**config.mk**
```make
export PLATFORM = sky130hd
export DESIGN_NAME = mace_top
export DESIGN_NICKNAME = d
export VERILOG_FILES = /design/src/pkg/mace_pkg.sv /design/src/mace_top.sv
export SDC_FILE = /design/constraint.sdc
export NUM_CORES = 1
export LEC_CHECK = 0
export BUFFER_PORTS_ARGS = -buffer_cell sky130_fd_sc_hd__buf_2
export CAP_MARGIN = 20
export CORE_MARGIN = 3
export CORE_UTILIZATION = 56
export DETAILED_ROUTE_END_ITERATION = 10
export GPL_TIMING_DRIVEN = 1
export HOLD_SLACK_MARGIN = 0.03
export PLACE_DENSITY = 0.75
export SLEW_MARGIN = 0
export SYNTH_ARGS = -nofsm -noshare
export SYNTH_HDL_FRONTEND = slang
export SYNTH_SLANG_ARGS = --single-unit
```
**constraint.sdc**
```tcl
create_clock -name clock_i -period 7.18 [get_ports clock_i]
set_input_delay 0.718 -clock clock_i [delete_from_list [all_inputs] [get_ports clock_i]]
set_output_delay 0.718 -clock clock_i [all_outputs]
set_load 0.005 [all_outputs]
```
**src/pkg/mace_pkg.sv**
```systemverilog
`default_nettype none
package mace_pkg;
  // --------------------------------------------------------------
  // register addresses on the i/o channel (10-bit decode)
  // --------------------------------------------------------------
  localparam logic [9:0] ADR_SYS  = 10'h07C;
  localparam logic [9:0] ADR_RXTX = 10'h3F8;
  localparam logic [9:0] ADR_IER  = 10'h3F9;
  localparam logic [9:0] ADR_IIR  = 10'h3FA;
  localparam logic [9:0] ADR_LCR  = 10'h3FB;
  localparam logic [9:0] ADR_MCR  = 10'h3FC;
  localparam logic [9:0] ADR_LSR  = 10'h3FD;
  localparam logic [9:0] ADR_MSR  = 10'h3FE;
  localparam logic [9:0] ADR_SCR  = 10'h3FF;
  // --------------------------------------------------------------
  // field positions
  // --------------------------------------------------------------
  localparam int LCR_RATE_LATCH_SELECT  = 7;
  localparam int LCR_BRK   = 6;
  localparam int LCR_STICK = 5;
  localparam int LCR_EPS   = 4;
  localparam int LCR_PEN   = 3;
  localparam int LCR_STB   = 2;
  localparam int MCR_LOOP  = 4;
  localparam int MCR_OUT2  = 3;
  localparam int MCR_OUT1  = 2;
  localparam int MCR_RTS   = 1;
  localparam int MCR_DTR   = 0;
  localparam int SYS_PWR   = 1;
  localparam int IER_MS    = 3;
  localparam int IER_LS    = 2;
  localparam int IER_THRE  = 1;
  localparam int IER_RDA   = 0;
  // interrupt source codes, highest priority first
  localparam logic [1:0] IID_LS   = 2'h3;
  localparam logic [1:0] IID_RDA  = 2'h2;
  localparam logic [1:0] IID_THRE = 2'h1;
  localparam logic [1:0] IID_MS   = 2'h0;
  // --------------------------------------------------------------
  // bit timing in 16x ticks
  // --------------------------------------------------------------
  localparam logic [5:0] TICK_MID    = 6'h07;
  localparam logic [5:0] TICK_LAST   = 6'h0F;
  localparam logic [5:0] STOP15_LAST = 6'h17;
  localparam logic [5:0] STOP2_LAST  = 6'h1F;
  localparam logic [2:0] LEN_BASE    = 3'h4;
  // --------------------------------------------------------------
  // values after reset
  // --------------------------------------------------------------
  localparam logic [7:0] RST_LCR = 8'h00;
  localparam logic [4:0] RST_MCR = 5'h00;
  localparam logic [7:0] RST_SYS = 8'h00;
  localparam logic [7:0] RST_DIV = 8'h00;
  localparam logic [3:0] RST_IER = 4'h0;
  // --------------------------------------------------------------
  // types
  // --------------------------------------------------------------
  typedef enum logic [4:0] {
    TX_IDLE  = 5'h01,
    TX_START = 5'h02,
    TX_DATA  = 5'h04,
    TX_PAR   = 5'h08,
    TX_STOP  = 5'h10
  } mace_tx_st_t;
  typedef enum logic [4:0] {
    RX_IDLE  = 5'h01,
    RX_START = 5'h02,
    RX_DATA  = 5'h04,
    RX_PAR   = 5'h08,
    RX_STOP  = 5'h10
  } mace_rx_st_t;
  typedef struct packed {
    logic [7:0] ad;
    logic [1:0] a_hi;
    logic       ale;
    logic       ior_n;
    logic       iow_n;
    logic       aen;
    logic       upper_zero;
  } mace_bus_in_t;
  typedef struct packed {
    logic dcd;
    logic ri;
    logic dsr;
    logic cts;
  } mace_mdm_in_t;
  typedef struct packed {
    logic out2;
    logic out1;
    logic rts;
    logic dtr;
  } mace_mdm_out_t;
  typedef struct packed {
    mace_bus_in_t bus;
    mace_mdm_in_t mdm;
    logic         rxd;
    logic         rclk;
  } mace_sync_t;
  localparam mace_sync_t SYNC_RST = '{
    bus: '{ad: 8'h00, a_hi: 2'h0, ale: 1'b0, ior_n: 1'b1,
           iow_n: 1'b1, aen: 1'b1, upper_zero: 1'b0},
    mdm: 4'h0, rxd: 1'b1, rclk: 1'b0};
  typedef struct packed {
    mace_sync_t  s1, s2, s3, flt;
    logic [9:0]  adr;
    logic        rd_oe, wr_q;
    logic [7:0]  rdat, sys, lcr, scr, dll, dlm, thr, rbr;
    logic [3:0]  ier;
    logic [4:0]  mcr;
    logic [15:0] bcnt;
    logic        thr_full, thre_pend, dr, oe, pe, fe, bi;
    logic [3:0]  msi_q, msd;
    mace_tx_st_t tx_st;
    logic [7:0]  tx_sh;
    logic [5:0]  tcnt;
    logic [2:0]  tidx;
    logic        tpar, txd;
    mace_rx_st_t rx_st;
    logic [7:0]  rx_sh;
    logic [5:0]  rcnt;
    logic [2:0]  ridx;
    logic        rpar, rzero;
  } mace_state_t;
endpackage : mace_pkg
`default_nettype wire

```
**src/mace_top.sv**
```systemverilog
`timescale 1ns/1ns
`default_nettype none
module mace_top (
  input  wire logic                    clock_i,
  input  wire logic                    rst_i,
  input  wire mace_pkg::mace_bus_in_t  bus_i,
  output logic [7:0]                   ad_o,
  output logic                         ad_oe_o,
  output logic                         irq_o,
  input  wire mace_pkg::mace_mdm_in_t  mdm_i,
  output mace_pkg::mace_mdm_out_t      mdm_o,
  input  wire logic                    rxd_i,
  output logic                         txd_o,
  input  wire logic                    rate_clk_i,
  output logic                         modem_power_o
);
  import mace_pkg::*;

  mace_state_t r;
  mace_state_t n;
  mace_sync_t  raw;
  mace_sync_t  fn;
  logic        rate_latch_select, loop, sel, hit, rd_start, wr_start, rd_now, wr_now;
  logic [15:0] div;
  logic        b16, rise;
  logic [3:0]  msi;
  logic        ls_src, rda_src, thre_src, ms_src, pend;
  logic [1:0]  iid;
  logic [2:0]  len_last;
  logic [5:0]  stop_last;
  logic        ptx, txl, rxin;
  logic [7:0]  rdv;

  // --------------------------------------------------------------
  // input filtering and decode
  // --------------------------------------------------------------
  // a bit only moves once stages two and three agree
  assign raw = '{bus: bus_i, mdm: mdm_i, rxd: rxd_i, rclk: rate_clk_i};
  assign fn  = mace_sync_t'((r.s3 & ~(r.s2 ^ r.s3))
                            | (r.flt & (r.s2 ^ r.s3)));
  assign rate_latch_select = r.lcr[LCR_RATE_LATCH_SELECT];
  assign loop = r.mcr[MCR_LOOP];
  // only the upper-zero flag stands in for address bits 15..10
  assign sel  = fn.bus.upper_zero & ~fn.bus.aen;
  assign hit  = (r.adr == ADR_SYS) || (r.adr[9:3] == ADR_RXTX[9:3]);
  assign rd_now   = sel & hit & ~fn.bus.ior_n;
  assign wr_now   = sel & hit & ~fn.bus.iow_n;
  assign rd_start = rd_now & ~r.rd_oe;
  assign wr_start = wr_now & ~r.wr_q;

  // --------------------------------------------------------------
  // rate generator
  // --------------------------------------------------------------
  // a zero divisor halts the ticks until software loads it
  assign div  = {r.dlm, r.dll};
  assign rise = fn.rclk & ~r.flt.rclk;
  assign b16  = rise & (div != 16'h0000) & (r.bcnt <= 16'h0001);

  // --------------------------------------------------------------
  // modem status and interrupt priority
  // --------------------------------------------------------------
  // loopback feeds control outputs back as inputs
  assign msi = loop ? {r.mcr[MCR_OUT2], r.mcr[MCR_OUT1],
                       r.mcr[MCR_DTR], r.mcr[MCR_RTS]}
                    : {fn.mdm.dcd, fn.mdm.ri, fn.mdm.dsr, fn.mdm.cts};
  // disabled sources never reach the code
  assign ls_src   = r.ier[IER_LS] & (r.oe | r.pe | r.fe | r.bi);
  assign rda_src  = r.ier[IER_RDA] & r.dr;
  assign thre_src = r.ier[IER_THRE] & r.thre_pend;
  assign ms_src   = r.ier[IER_MS] & (|r.msd);
  assign pend     = ls_src | rda_src | thre_src | ms_src;
  // fixed priority, bit 2 marks the receive-side sources
  assign iid = ls_src  ? IID_LS  :
               rda_src ? IID_RDA :
               thre_src ? IID_THRE : IID_MS;
  assign irq_o = pend & r.mcr[MCR_OUT2];

  // --------------------------------------------------------------
  // character format
  // --------------------------------------------------------------
  assign len_last = LEN_BASE + {1'b0, r.lcr[1:0]};
  // one, one and a half or two stop bits
  assign stop_last = !r.lcr[LCR_STB] ? TICK_LAST :
                     (r.lcr[1:0] == 2'h0) ? STOP15_LAST : STOP2_LAST;
  // stick bit clear forces a space parity bit
  assign ptx = r.lcr[LCR_STICK] & (r.tpar ^ ~r.lcr[LCR_EPS]);
  // break overrides whatever the shifter is doing
  assign txl = r.lcr[LCR_BRK] ? 1'b0 :
               (r.tx_st == TX_START) ? 1'b0 :
               (r.tx_st == TX_DATA) ? r.tx_sh[0] :
               (r.tx_st == TX_PAR) ? ptx : 1'b1;
  assign rxin = loop ? txl : fn.rxd;

  // --------------------------------------------------------------
  // outputs
  // --------------------------------------------------------------
  // loopback keeps the link idle and the handshake lines off
  assign ad_o    = r.rdat;
  assign ad_oe_o = r.rd_oe;
  assign txd_o   = r.txd;
  assign mdm_o   = loop ? 4'h0 : {r.mcr[MCR_OUT2], r.mcr[MCR_OUT1],
                                  r.mcr[MCR_RTS], r.mcr[MCR_DTR]};
  assign modem_power_o = r.sys[SYS_PWR];

  // --------------------------------------------------------------
  // next state
  // --------------------------------------------------------------
  always_comb begin
    n = r;
    n.s1 = raw;
    n.s2 = r.s1;
    n.s3 = r.s2;
    n.flt = fn;
    n.rd_oe = rd_now;
    n.wr_q = wr_now;
    if (fn.bus.ale) begin
      n.adr = {fn.bus.a_hi, fn.bus.ad};
    end
    // read data mux, reserved bits read zero
    case (r.adr)
      ADR_RXTX: rdv = rate_latch_select ? r.dll : r.rbr;
      ADR_IER:  rdv = rate_latch_select ? r.dlm : {4'h0, r.ier};
      ADR_IIR:  rdv = {5'h00, iid, pend};
      ADR_LCR:  rdv = r.lcr;
      ADR_MCR:  rdv = {3'h0, r.mcr};
      ADR_LSR:  rdv = {1'b0, ~r.thr_full & (r.tx_st == TX_IDLE),
                       ~r.thr_full, r.bi, r.fe, r.pe, r.oe, r.dr};
      ADR_MSR:  rdv = {r.msi_q, r.msd};
      ADR_SCR:  rdv = r.scr;
      ADR_SYS:  rdv = r.sys;
      default:  rdv = 8'h00;
    endcase
    // read side effects go first so hardware sets below win
    if (rd_start) begin
      n.rdat = rdv;
      case (r.adr)
        ADR_RXTX: begin
          if (!rate_latch_select) begin
            n.dr = 1'b0;
          end
        end
        ADR_IIR: begin
          if (pend && iid == IID_THRE) begin
            n.thre_pend = 1'b0;
          end
        end
        ADR_LSR: begin
          n.oe = 1'b0;
          n.pe = 1'b0;
          n.fe = 1'b0;
          n.bi = 1'b0;
        end
        ADR_MSR: begin
          n.msd = 4'h0;
        end
        default: begin
        end
      endcase
    end
    // rate counter
    if (rise) begin
      n.bcnt = b16 ? div : r.bcnt - 16'h0001;
    end
    // transmitter
    n.txd = loop ? 1'b1 : txl;
    case (r.tx_st)
      TX_IDLE: begin
        if (r.thr_full) begin
          n.tx_sh = r.thr;
          n.thr_full = 1'b0;
          n.thre_pend = 1'b1;
          n.tcnt = 6'h00;
          n.tidx = 3'h0;
          n.tpar = 1'b0;
          n.tx_st = TX_START;
        end
      end
      TX_START: begin
        if (b16) begin
          n.tcnt = r.tcnt + 6'h01;
          if (r.tcnt == TICK_LAST) begin
            n.tcnt = 6'h00;
            n.tx_st = TX_DATA;
          end
        end
      end
      TX_DATA: begin
        if (b16) begin
          n.tcnt = r.tcnt + 6'h01;
          if (r.tcnt == TICK_LAST) begin
            // shift right so bit 0 leaves first
            n.tcnt = 6'h00;
            n.tx_sh = {1'b0, r.tx_sh[7:1]};
            n.tpar = r.tpar ^ r.tx_sh[0];
            n.tidx = r.tidx + 3'h1;
            if (r.tidx == len_last) begin
              n.tx_st = r.lcr[LCR_PEN] ? TX_PAR : TX_STOP;
            end
          end
        end
      end
      TX_PAR: begin
        if (b16) begin
          n.tcnt = r.tcnt + 6'h01;
          if (r.tcnt == TICK_LAST) begin
            n.tcnt = 6'h00;
            n.tx_st = TX_STOP;
          end
        end
      end
      TX_STOP: begin
        if (b16) begin
          n.tcnt = r.tcnt + 6'h01;
          if (r.tcnt == stop_last) begin
            n.tcnt = 6'h00;
            n.tx_st = TX_IDLE;
          end
        end
      end
      default: n.tx_st = TX_IDLE;
    endcase
    // register writes
    if (wr_start) begin
      case (r.adr)
        ADR_RXTX: begin
          if (rate_latch_select) begin
            n.dll = fn.bus.ad;
            n.bcnt = {r.dlm, fn.bus.ad};
          end else begin
            n.thr = fn.bus.ad;
            n.thr_full = 1'b1;
            n.thre_pend = 1'b0;
          end
        end
        ADR_IER: begin
          if (rate_latch_select) begin
            n.dlm = fn.bus.ad;
            n.bcnt = {fn.bus.ad, r.dll};
          end else begin
            n.ier = fn.bus.ad[3:0];
          end
        end
        ADR_LCR: n.lcr = fn.bus.ad;
        ADR_MCR: n.mcr = fn.bus.ad[4:0];
        ADR_SCR: n.scr = fn.bus.ad;
        ADR_SYS: n.sys = fn.bus.ad;
        default: begin
        end
      endcase
    end
    // receiver, sampled mid-bit
    case (r.rx_st)
      RX_IDLE: begin
        if (!rxin) begin
          n.rcnt = 6'h00;
          n.rx_st = RX_START;
        end
      end
      RX_START: begin
        if (b16) begin
          n.rcnt = r.rcnt + 6'h01;
          if (r.rcnt == TICK_MID) begin
            // a glitch shorter than half a bit is dropped
            n.rcnt = 6'h00;
            n.ridx = 3'h0;
            n.rx_sh = 8'h00;
            n.rpar = 1'b0;
            n.rzero = 1'b1;
            n.rx_st = rxin ? RX_IDLE : RX_DATA;
          end
        end
      end
      RX_DATA: begin
        if (b16) begin
          n.rcnt = r.rcnt + 6'h01;
          if (r.rcnt == TICK_LAST) begin
            n.rcnt = 6'h00;
            n.rx_sh[r.ridx] = rxin;
            n.rpar = r.rpar ^ rxin;
            n.rzero = r.rzero & ~rxin;
            n.ridx = r.ridx + 3'h1;
            if (r.ridx == len_last) begin
              n.rx_st = r.lcr[LCR_PEN] ? RX_PAR : RX_STOP;
            end
          end
        end
      end
      RX_PAR: begin
        if (b16) begin
          n.rcnt = r.rcnt + 6'h01;
          if (r.rcnt == TICK_LAST) begin
            n.rcnt = 6'h00;
            n.rzero = r.rzero & ~rxin;
            if (rxin != (r.lcr[LCR_STICK]
                         & (r.rpar ^ ~r.lcr[LCR_EPS]))) begin
              n.pe = 1'b1;
            end
            n.rx_st = RX_STOP;
          end
        end
      end
      RX_STOP: begin
        if (b16) begin
          n.rcnt = r.rcnt + 6'h01;
          if (r.rcnt == TICK_LAST) begin
            // only the first stop bit is checked
            n.rcnt = 6'h00;
            n.fe = n.fe | ~rxin;
            n.bi = n.bi | (r.rzero & ~rxin);
            n.oe = n.oe | n.dr;
            n.rbr = r.rx_sh;
            n.dr = 1'b1;
            n.rx_st = RX_IDLE;
          end
        end
      end
      default: n.rx_st = RX_IDLE;
    endcase
    // change flags: set after the read clear so an edge is kept
    n.msi_q = msi;
    n.msd = n.msd | {msi[3] ^ r.msi_q[3], r.msi_q[2] & ~msi[2],
                     msi[1] ^ r.msi_q[1], msi[0] ^ r.msi_q[0]};
  end

  // --------------------------------------------------------------
  // state register
  // --------------------------------------------------------------
  always_ff @(posedge clock_i or posedge rst_i) begin
    if (rst_i) begin
      r <= '{s1: SYNC_RST, s2: SYNC_RST, s3: SYNC_RST, flt: SYNC_RST,
             lcr: RST_LCR, mcr: RST_MCR, sys: RST_SYS, dll: RST_DIV,
             dlm: RST_DIV, ier: RST_IER, tx_st: TX_IDLE,
             rx_st: RX_IDLE, txd: 1'b1, default: '0};
    end else begin
      r <= n;
    end
  end
endmodule : mace_top
`default_nettype wire

```
-- After elaboration in Yosys (flattened, before gate mapping)
Index checks and enable logic that the tools add are counted.
- bits in registers: 248
- bits in latches: 0
- RAM bits: 0
- ROM bits: 0
- output and inout port bits: 16
- logic and storage cells: 314
- memories: 0
- add/subtract/negate cells: 6
- $mul: 0
- divide/modulo/power cells: 0
- order comparisons: 3
- eq/ne operators: 50
- shift operators: 0
- muxes and demuxes: 87
- bitwise gates (word level): 52
- reduce and logical (&&, ||, !) cells: 29
- operators by type and width (cell ; number):
    $mux W24 ; 4
    $eq A10 B10 Y1 const B ; 8
    $mux W5 ; 15
    $pmux W8 S9 ; 1
    $mux W23 ; 3
    $mux W16 ; 4
    $pmux W5 S5 ; 2
    $mux W6 ; 8
    $pmux W6 S4 ; 2
    $and A21 B21 Y21 ; 2
    $ne A2 B2 Y1 const B ; 16
    $pmux W16 S2 ; 1
    $pmux W8 S2 ; 2
    $mux W4 ; 6
    $mux W2 ; 11
    $not A21 Y21 ; 1
    $or A21 B21 Y21 ; 1
    $xor A21 B21 Y21 ; 1
    $reduce_and A10 Y1 ; 2
    $and A1 B1 Y1 ; 19
    $mux W1 ; 19
    $mux W18 ; 1
    $le A16 B1 Y1 const B ; 1
    $mux W8 ; 2
    43 further kinds ; 95

-- Logic depth before layout (Yosys ltp)
Gate-level depths: netlist (run 1).
- word-level depth: 16
- mapped depth: 9
- depth with buffers taken out: 8

-- Worst setup path before layout (run 1)
OpenSTA, ideal clock, no wires.
- kind: flip-flop to flip-flop
- start: reg r[5] (netlist bit)
- end: reg r[13] (netlist bit)
- data arrival time: 2.668 ns
- required time: 7.047 ns
- setup slack: 4.379 ns
- cell stages (with the launch flop): 8
- period minus slack after synthesis: 2.801 ns
- cells stage by stage: dfrtp_1 ha_1 or3b_2 nor4_1 o2111ai_1 nor4b_1 mux2i_1 nor2_1
- word-level cells in the longest chain between the ends: 3
- ends and longest elaborated chain (item ; RTL line ; text):
    start: declaration ; mace_top.sv:19 ; mace_state_t r;
    start signal: assignment ; mace_top.sv:330 ; r <= '{s1: SYNC_RST, s2: SYNC_RST, s3: SYNC_RST, flt: SYNC_RST,
    start signal: assignment ; mace_top.sv:335 ; r <= n;
    $eq A6 B4 Y1 or $eq A6 B3 Y1 (tied branches) ; mace_top.sv:276, mace_top.sv:262 ;
    $ne A2 B2 Y1 (no line) ; - ;
    $reduce_and A5 Y1 (no line) (*) ; - ;
Every way passes the cells marked *; elsewhere a longest branch is shown, timed or not.
A chain may end at the register's enable or synchronous reset.

-- Final worst setup path (run 1)
- start: reg r[5] (netlist bit)
- end: reg r[12] (netlist bit)
The elaborated chain is that of the path after synthesis.

==> results of run 1 <==
## synth_stat cells (all sizes together), types with 5 or more instances
| master | number | area share |
|---|---|---|
| a221oi | 14 | 0.011 |
| inv | 25 | 0.0083 |
| a21o | 13 | 0.0086 |
| o22ai | 17 | 0.0094 |
| or3b | 7 | 0.0054 |
| nor2b | 5 | 0.0028 |
| o31ai | 5 | 0.0033 |
| mux2 | 37 | 0.037 |
| xor2 | 5 | 0.0039 |
| a22o | 7 | 0.0054 |
| o21a | 6 | 0.0040 |
| dfrtp | 229 | 0.50 |
| and3 | 5 | 0.0028 |
| xnor2 | 10 | 0.0077 |
| a31oi | 5 | 0.0028 |
| nand2 | 130 | 0.043 |
| a2bb2oi | 9 | 0.0069 |
| buf | 14 | 0.0089 |
| a211oi | 6 | 0.0040 |
| a32o | 5 | 0.0044 |
| o211ai | 8 | 0.0053 |
| maj3 | 13 | 0.011 |
| nor3 | 26 | 0.013 |
| nand4 | 10 | 0.0055 |
| o41ai | 8 | 0.0062 |
| nand2b | 11 | 0.0061 |
| nand3 | 33 | 0.015 |
| a21oi | 35 | 0.015 |
| dfstp | 19 | 0.044 |
| or3 | 13 | 0.0073 |
| nor3b | 7 | 0.0046 |
| a22oi | 12 | 0.0079 |
| o21ai | 96 | 0.042 |
| mux2i | 28 | 0.025 |
| or2 | 9 | 0.0050 |
| nor2 | 64 | 0.021 |
| clkbuf | 41 | 0.014 |
| ha | 6 | 0.0066 |
| nor4 | 16 | 0.011 |
## metal layers
| metal | global-route usage | up-vias |
|---|---|---|
| li1 | - | 3995 |
| met1 | 0.375 | 4332 |
| met2 | 0.424 | 344 |
| met3 | 0.0417 | 75 |
| met4 | 0.0781 | 0 |
| met5 | 0 | - |
## state kept, by name, indices dropped and copies added, names as in the netlist
| register | cells |
|---|---|
| ad_o | 8 |
| ad_oe_o | 1 |
| div | 16 |
| loop | 1 |
| modem_power_o | 1 |
| n | 42 |
| r | 178 |
| txd_o | 1 |
## per-stage QoR
step / power (W) / util / cell area (µm²) / instances / hold WS (ns)
finish: 0.00337 / 0.646 / 12700 / 1383 / 0.265
global route: 0.00350 / 0.646 / 12700 / 1383 / 0.253
CTS: 0.00339 / 0.646 / 12700 / 1383 / 0.249
detailed placement: 0.00191 / 0.597 / 11800 / 1335 / 0.335
global placement: 0.00189 / 0.596 / 11800 / 1334 / 0.332
floorplan: 0.00181 / - / 11400 / 1072 / 0.331
## layout make-up
class / count / share of cell area
Sequential cell: 248 / 0.489
Clock inverter: 13 / 0.0180
Tap cell: 265 / 0.0260
Multi-Input combinational cell: 743 / 0.377
Inverter: 26 / 0.00796
Timing Repair Buffer: 53 / 0.0238
Clock buffer: 35 / 0.0577
## worst max-delay path, delay by kind of cell, from the launching register on
family	cells	cell delay, ns
AND/OR/NAND/NOR	4	2.10
multiplexers	1	0.23
adder cells (fa/ha/maj)	1	0.22
AO/OA/AOI/OAI	1	0.56
flip-flops	1	0.40
## cell families after synthesis
kind of cell    share of synthesized area
fa+ha+maj                          0.0181
xor+xnor                           0.0116
buf+inv                            0.0311
flops                               0.548
simple gates                        0.163
compound gates                      0.165
mux                                0.0633
## path summary, 6_finish.rpt
kind	startpoint	end	slack (ns)	cells after the start
max	r[5]	r[12]	3.53	7
min	rxd_i	n[207]	0.26	1
max reg2reg	r[5]	r[12]	3.53	7
min reg2reg	n[222]	n[201]	0.35	0
max in group asynchronous	rst_i	r[3]	5.39	4
min in group asynchronous	rst_i	r[197]	0.42	3
## cell usage in the layout (no fill, tap or decap), types with 7 or more instances in the layout
master	netlist	final
nor3_1	24	23
o41ai_1	8	7
or3_1	12	12
mux2_2	34	34
or3b_2	7	7
dfrtp_1	229	229
inv_1	25	24
nand3_1	32	32
buf_4	8	15
mux2i_1	28	28
o21ai_0	92	92
a21o_1	13	13
nor4_1	14	13
a21oi_1	35	35
nand4_1	10	10
o22ai_1	17	17
or2_2	8	8
dfstp_2	19	19
a221oi_1	14	14
maj3_1	13	13
a2bb2oi_1	9	9
clkbuf_16	0	26
o211ai_1	8	8
buf_2	3	38
a22oi_1	12	12
xnor2_1	10	10
nand2b_1	11	11
a22o_1	7	7
nor2_1	64	64
nand2_1	130	130
## where the power goes
part	switching, W	internal (W)	total (W)	leakage (nW)
logic	0.000197	0.000123	0.000320	1.78
registers	0.0000849	0.00148	0.00157	3.16
clock network	0.000574	0.000905	0.00148	0.470
==> flow_summary.yaml, run 1 <==
final_layout:
  num-fill-cells: 1498
  drive_gt1_frac: 0.163
  final-seq-area_um2: 6230
  final_nets: 1127
  num_antenna_cells: 0
  multi_input_comb_area_um2: 4800
  area_delta_synth_final_pct: 12.1
cts:
  h-tree-depth: 1
  cts_buffers: 26
  clkSinkCount: 248
  insertion_delay_ns: 0.55
  cts-root-buf: "clkbuf_16"
  hold_buffers: 0
  clk_pin_slew_worst_paths_ns: 0.06
  post_cts_buffers: 0
  clockBufferDepth: 3
  cts_tree: "done"
  cts_resized: 0
grt:
  grt_pass1_vias: 8529
  overflow: 0
  grt_max_degree: 69
  grt_pass1_wl_um: 46500
  gr-usage-all-layers: 0.263
  antenna_found_initial: 0
setup_path:
  endpoint_kind: "flop"
  crit_path_max_fanout: 9
  slowest_stage: "nor4_1"
  criticalPathCategory: "reg2reg"
  crit_arrival_ns: 4.05
  required_ns: 7.59
  max_stage_delay_ns: 1.03
  crit_chain: "ha_1, or3b_2, nor4_1, o2111ai_1, nor4b_1, mux2i_1, nor2_1"
  cp-start-kind: "flop"
routing:
  ant_nets: 0
  dr.max_layer_used: "met4"
  via_count: 8746
  drtPass1Iterations: 6
  wl_met3_um: 2010
  via_per_inst: 6.32
  wire_per_inst_um: 20.8
  drc: 0
  drt_iter0_drc: 954
  wl_met1_um: 12200
  wl_um: 28700
  dr_wl_met2_um: 13500
pwr:
  power.density_nw_per_um2: 265
  ir_drop_mv: 0.311
  power.leakage_nw: 5.41
logic_synthesis:
  synth_edf_count: 0
  syn-cell-area_um2: 11400
  seq_area_frac_synth: 0.548
  syn_avg_cell_area_um2: 10.6
  ys_async_sr_fraction: 1.00
  synthesis.nets: 1101
  ys_seq_elements: 248
  ys_types: 83
  yosys_warnings: 0
  syn_inst: 1072
  ys.flop_type: "dfrtp_1"
timing:
  slew_headroom: 0.196
  tns_ns: 0
  finalCritPeriodShare: 0.508
  setup_viol: 0
  worstMarginPinSlew_ns: 1.19
  clock_skew_ns: 0.0192
  worst_slack_ns: 3.53
  hold_viol_final: 0
  slew_viol_final: 0
  post-route-min-period_ns: 3.65
  rsz0062_at_grt: "false"
  max_freq_mhz: 274
die:
  coreArea_um2: 19700
  dieArea_um2: 22000
  die_w_um: 148
  rows: 51
  initial_core_util: 0.576
  die_h_um: 148
  boundaryPins: 39
min_path:
  hold_path_class: "in2reg"
placed_design:
  place_congestion: 0.945
  io_buffers: 38
  dpl.hpwl_um: 19600
  pre_cts_ws_ns: 3.63
status:
  outcome: "finished clean"
run:
  cap_violations: 0
(Power assumes the default switching activity.)
==> inputs of run 2 (changes only) <==
CORE_UTILIZATION = 60   (was 56)
PLACE_DENSITY = 0.76   (was 0.75)
clock period = 3.7 ns   (was 7.18 ns; I/O delays follow)
==> run 2 against run 1 <==
Net effect:
- clock skew is essentially flat
- largest cell class unchanged
- via count grew 0.77%
- global-route usage grew 1.4 points
- sequential share of layout area shrank 0.85 points
- hold slack gained 0.082 ns
- core utilization grew 6.4 points
- combinational power grew 100%
- first-iteration DRC count grew 4.7%
- total power grew 90%
- cell area grew 1.8%
- cell count shrank 0.43%
==> flow_summary.yaml, run 2 (same netlist as run 1, synthesis figures left out) <==
status:
  outcome: "finished clean"
final_layout:
  largest_reg_flops: 178
  layout_common_cells: "dfrtp_1 (229), nand2_1 (130), o21ai_0 (92)"
  layout_commonest_cell: "dfrtp_1"
  drive_gt1_frac: 0.167
  final_nets: 1160
  final-seq-area_um2: 6230
  top_register: "r"
  num-fill-cells: 1303
  num_antenna_cells: 0
  area_delta_synth_final_pct: 14.1
  multi_input_comb_area_um2: 4800
die:
  boundaryPins: 39
  initial_core_util: 0.622
  die_h_um: 144
  coreArea_um2: 18300
  die_w_um: 144
  dieArea_um2: 20600
  rows: 49
cts:
  cts_buffers: 25
  clockBufferDepth: 3
  insertion_delay_ns: 0.54
  h-tree-depth: 1
  cts_tree: "done"
  cts_resized: 0
  clk_pin_slew_worst_paths_ns: 0.06
  clkSinkCount: 248
  cts-root-buf: "clkbuf_16"
pwr:
  power.density_nw_per_um2: 494
  ir_drop_mv: 0.694
  power.leakage_nw: 5.54
routing:
  drtPass1Iterations: 5
  drt_iter0_drc: 999
  wl_um: 28000
  ant_nets: 0
  via_per_inst: 6.40
  via_count: 8813
  drc: 0
  wire_per_inst_um: 20.3
timing:
  tns_ns: 0
  worstMarginPinSlew_ns: 1.10
  max_freq_mhz: 339
  slew_headroom: 0.260
  hold_viol_final: 0
  rsz0062_at_grt: "false"
  setup_viol: 0
  worst_slack_ns: 0.747
  slew_viol_final: 0
  finalCritPeriodShare: 0.798
  post-route-min-period_ns: 2.95
  clock_skew_ns: 0.0195
placed_design:
  dpl.hpwl_um: 19400
  place_congestion: 0.942
  io_buffers: 38
  pre_cts_ws_ns: 0.749
min_path:
  hold_path_class: "reg2reg"
  hold_depth: 0
grt:
  grt_pass1_vias: 8362
  grt_max_degree: 99
  overflow: 0
  grt_pass1_wl_um: 45300
  antenna_found_initial: 0
  gr-usage-all-layers: 0.278
run:
  cap_violations: 0
setup_path:
  crit_path_max_fanout: 9
  endpoint_kind: "flop"
  crit_arrival_ns: 3.35
  criticalPathCategory: "reg2reg"
  worst-r2r-cell-count: 8
  required_ns: 4.09
  cp-start-kind: "flop"
==> run 2: cell count changes in the layout (fill, tap and decap cells not counted), sizes merged <==
cell,change
inv,+1
clkinv,-4
buf,+12
clkinvlp,+1
clkbuf,-1
bufinv,-1
dlygate4sd3,+22
==> run 2: final timing paths <==
path / startpoint / endpoint / slack, ns
worst max register to register: r[5] / r[13] / 0.75
worst min register to register: n[223] / n[202] / 0.35
min in group asynchronous: rst_i / n[195] / 0.38
worst min-delay path: n[223] / n[202] / 0.35
max in group asynchronous: rst_i / r[74] / 2.49
worst max-delay path: r[5] / r[13] / 0.75
==> run 2: area by class of cell <==
type                       count  area share
clock buffer                  34      0.0563
timing repair buffer          87      0.0492
sequential                   248       0.481
tap                          229      0.0221
clock inverter                10      0.0131
inverter                      26     0.00782
multi-input combinational    743       0.371
==> run 2: metrics by stage <==
| stage | cell area [µm²] | util | instances | power, W | hold WS [ns] |
|---|---|---|---|---|---|
| CTS | 13000 | 0.709 | 1377 | 0.00644 | 0.350 |
| detailed placement | 11800 | 0.648 | 1311 | 0.00371 | 0.336 |
| global route | 13000 | 0.709 | 1377 | 0.00666 | 0.352 |
| finish | 13000 | 0.709 | 1377 | 0.00640 | 0.347 |
| global placement | 11800 | 0.648 | 1311 | 0.00369 | 0.331 |
| floorplan | 11400 | - | 1072 | 0.00351 | 0.331 |
==> run 2: report_power, final <==
group	internal, W	total (W)	switching, W
Sequential	0.00288	0.00304	0.000157
Clock	0.00166	0.00271	0.00105
Combinational	0.000267	0.000651	0.000384
Total	0.00481	0.00640	0.00159
==> run 2: repair_timing <==
action,CTS,global route
endpoints found under the setup margin,0,0
hold endpoints to repair,36,0
hold buffers,22,0
buffers inserted,0,0
==> run 2: worst max-delay path: stages (launching register included) <==
cell and delay [ns]:
dfrtp_1 0.41, ha_1 0.24, or3b_2 0.52, nor4_1 0.31
buf_4 0.21, o2111ai_1 0.36, nor4b_1 0.48, mux2i_1 0.23
nor2_1 0.06
==> run 2: routing by layer <==
layer	share of wire	track usage	vias up
met5	0	0	-
met4	0.034	0.0872	0
met3	0.072	0.0486	69
met2	0.46	0.437	357
met1	0.44	0.398	4330
li1	-	-	4057
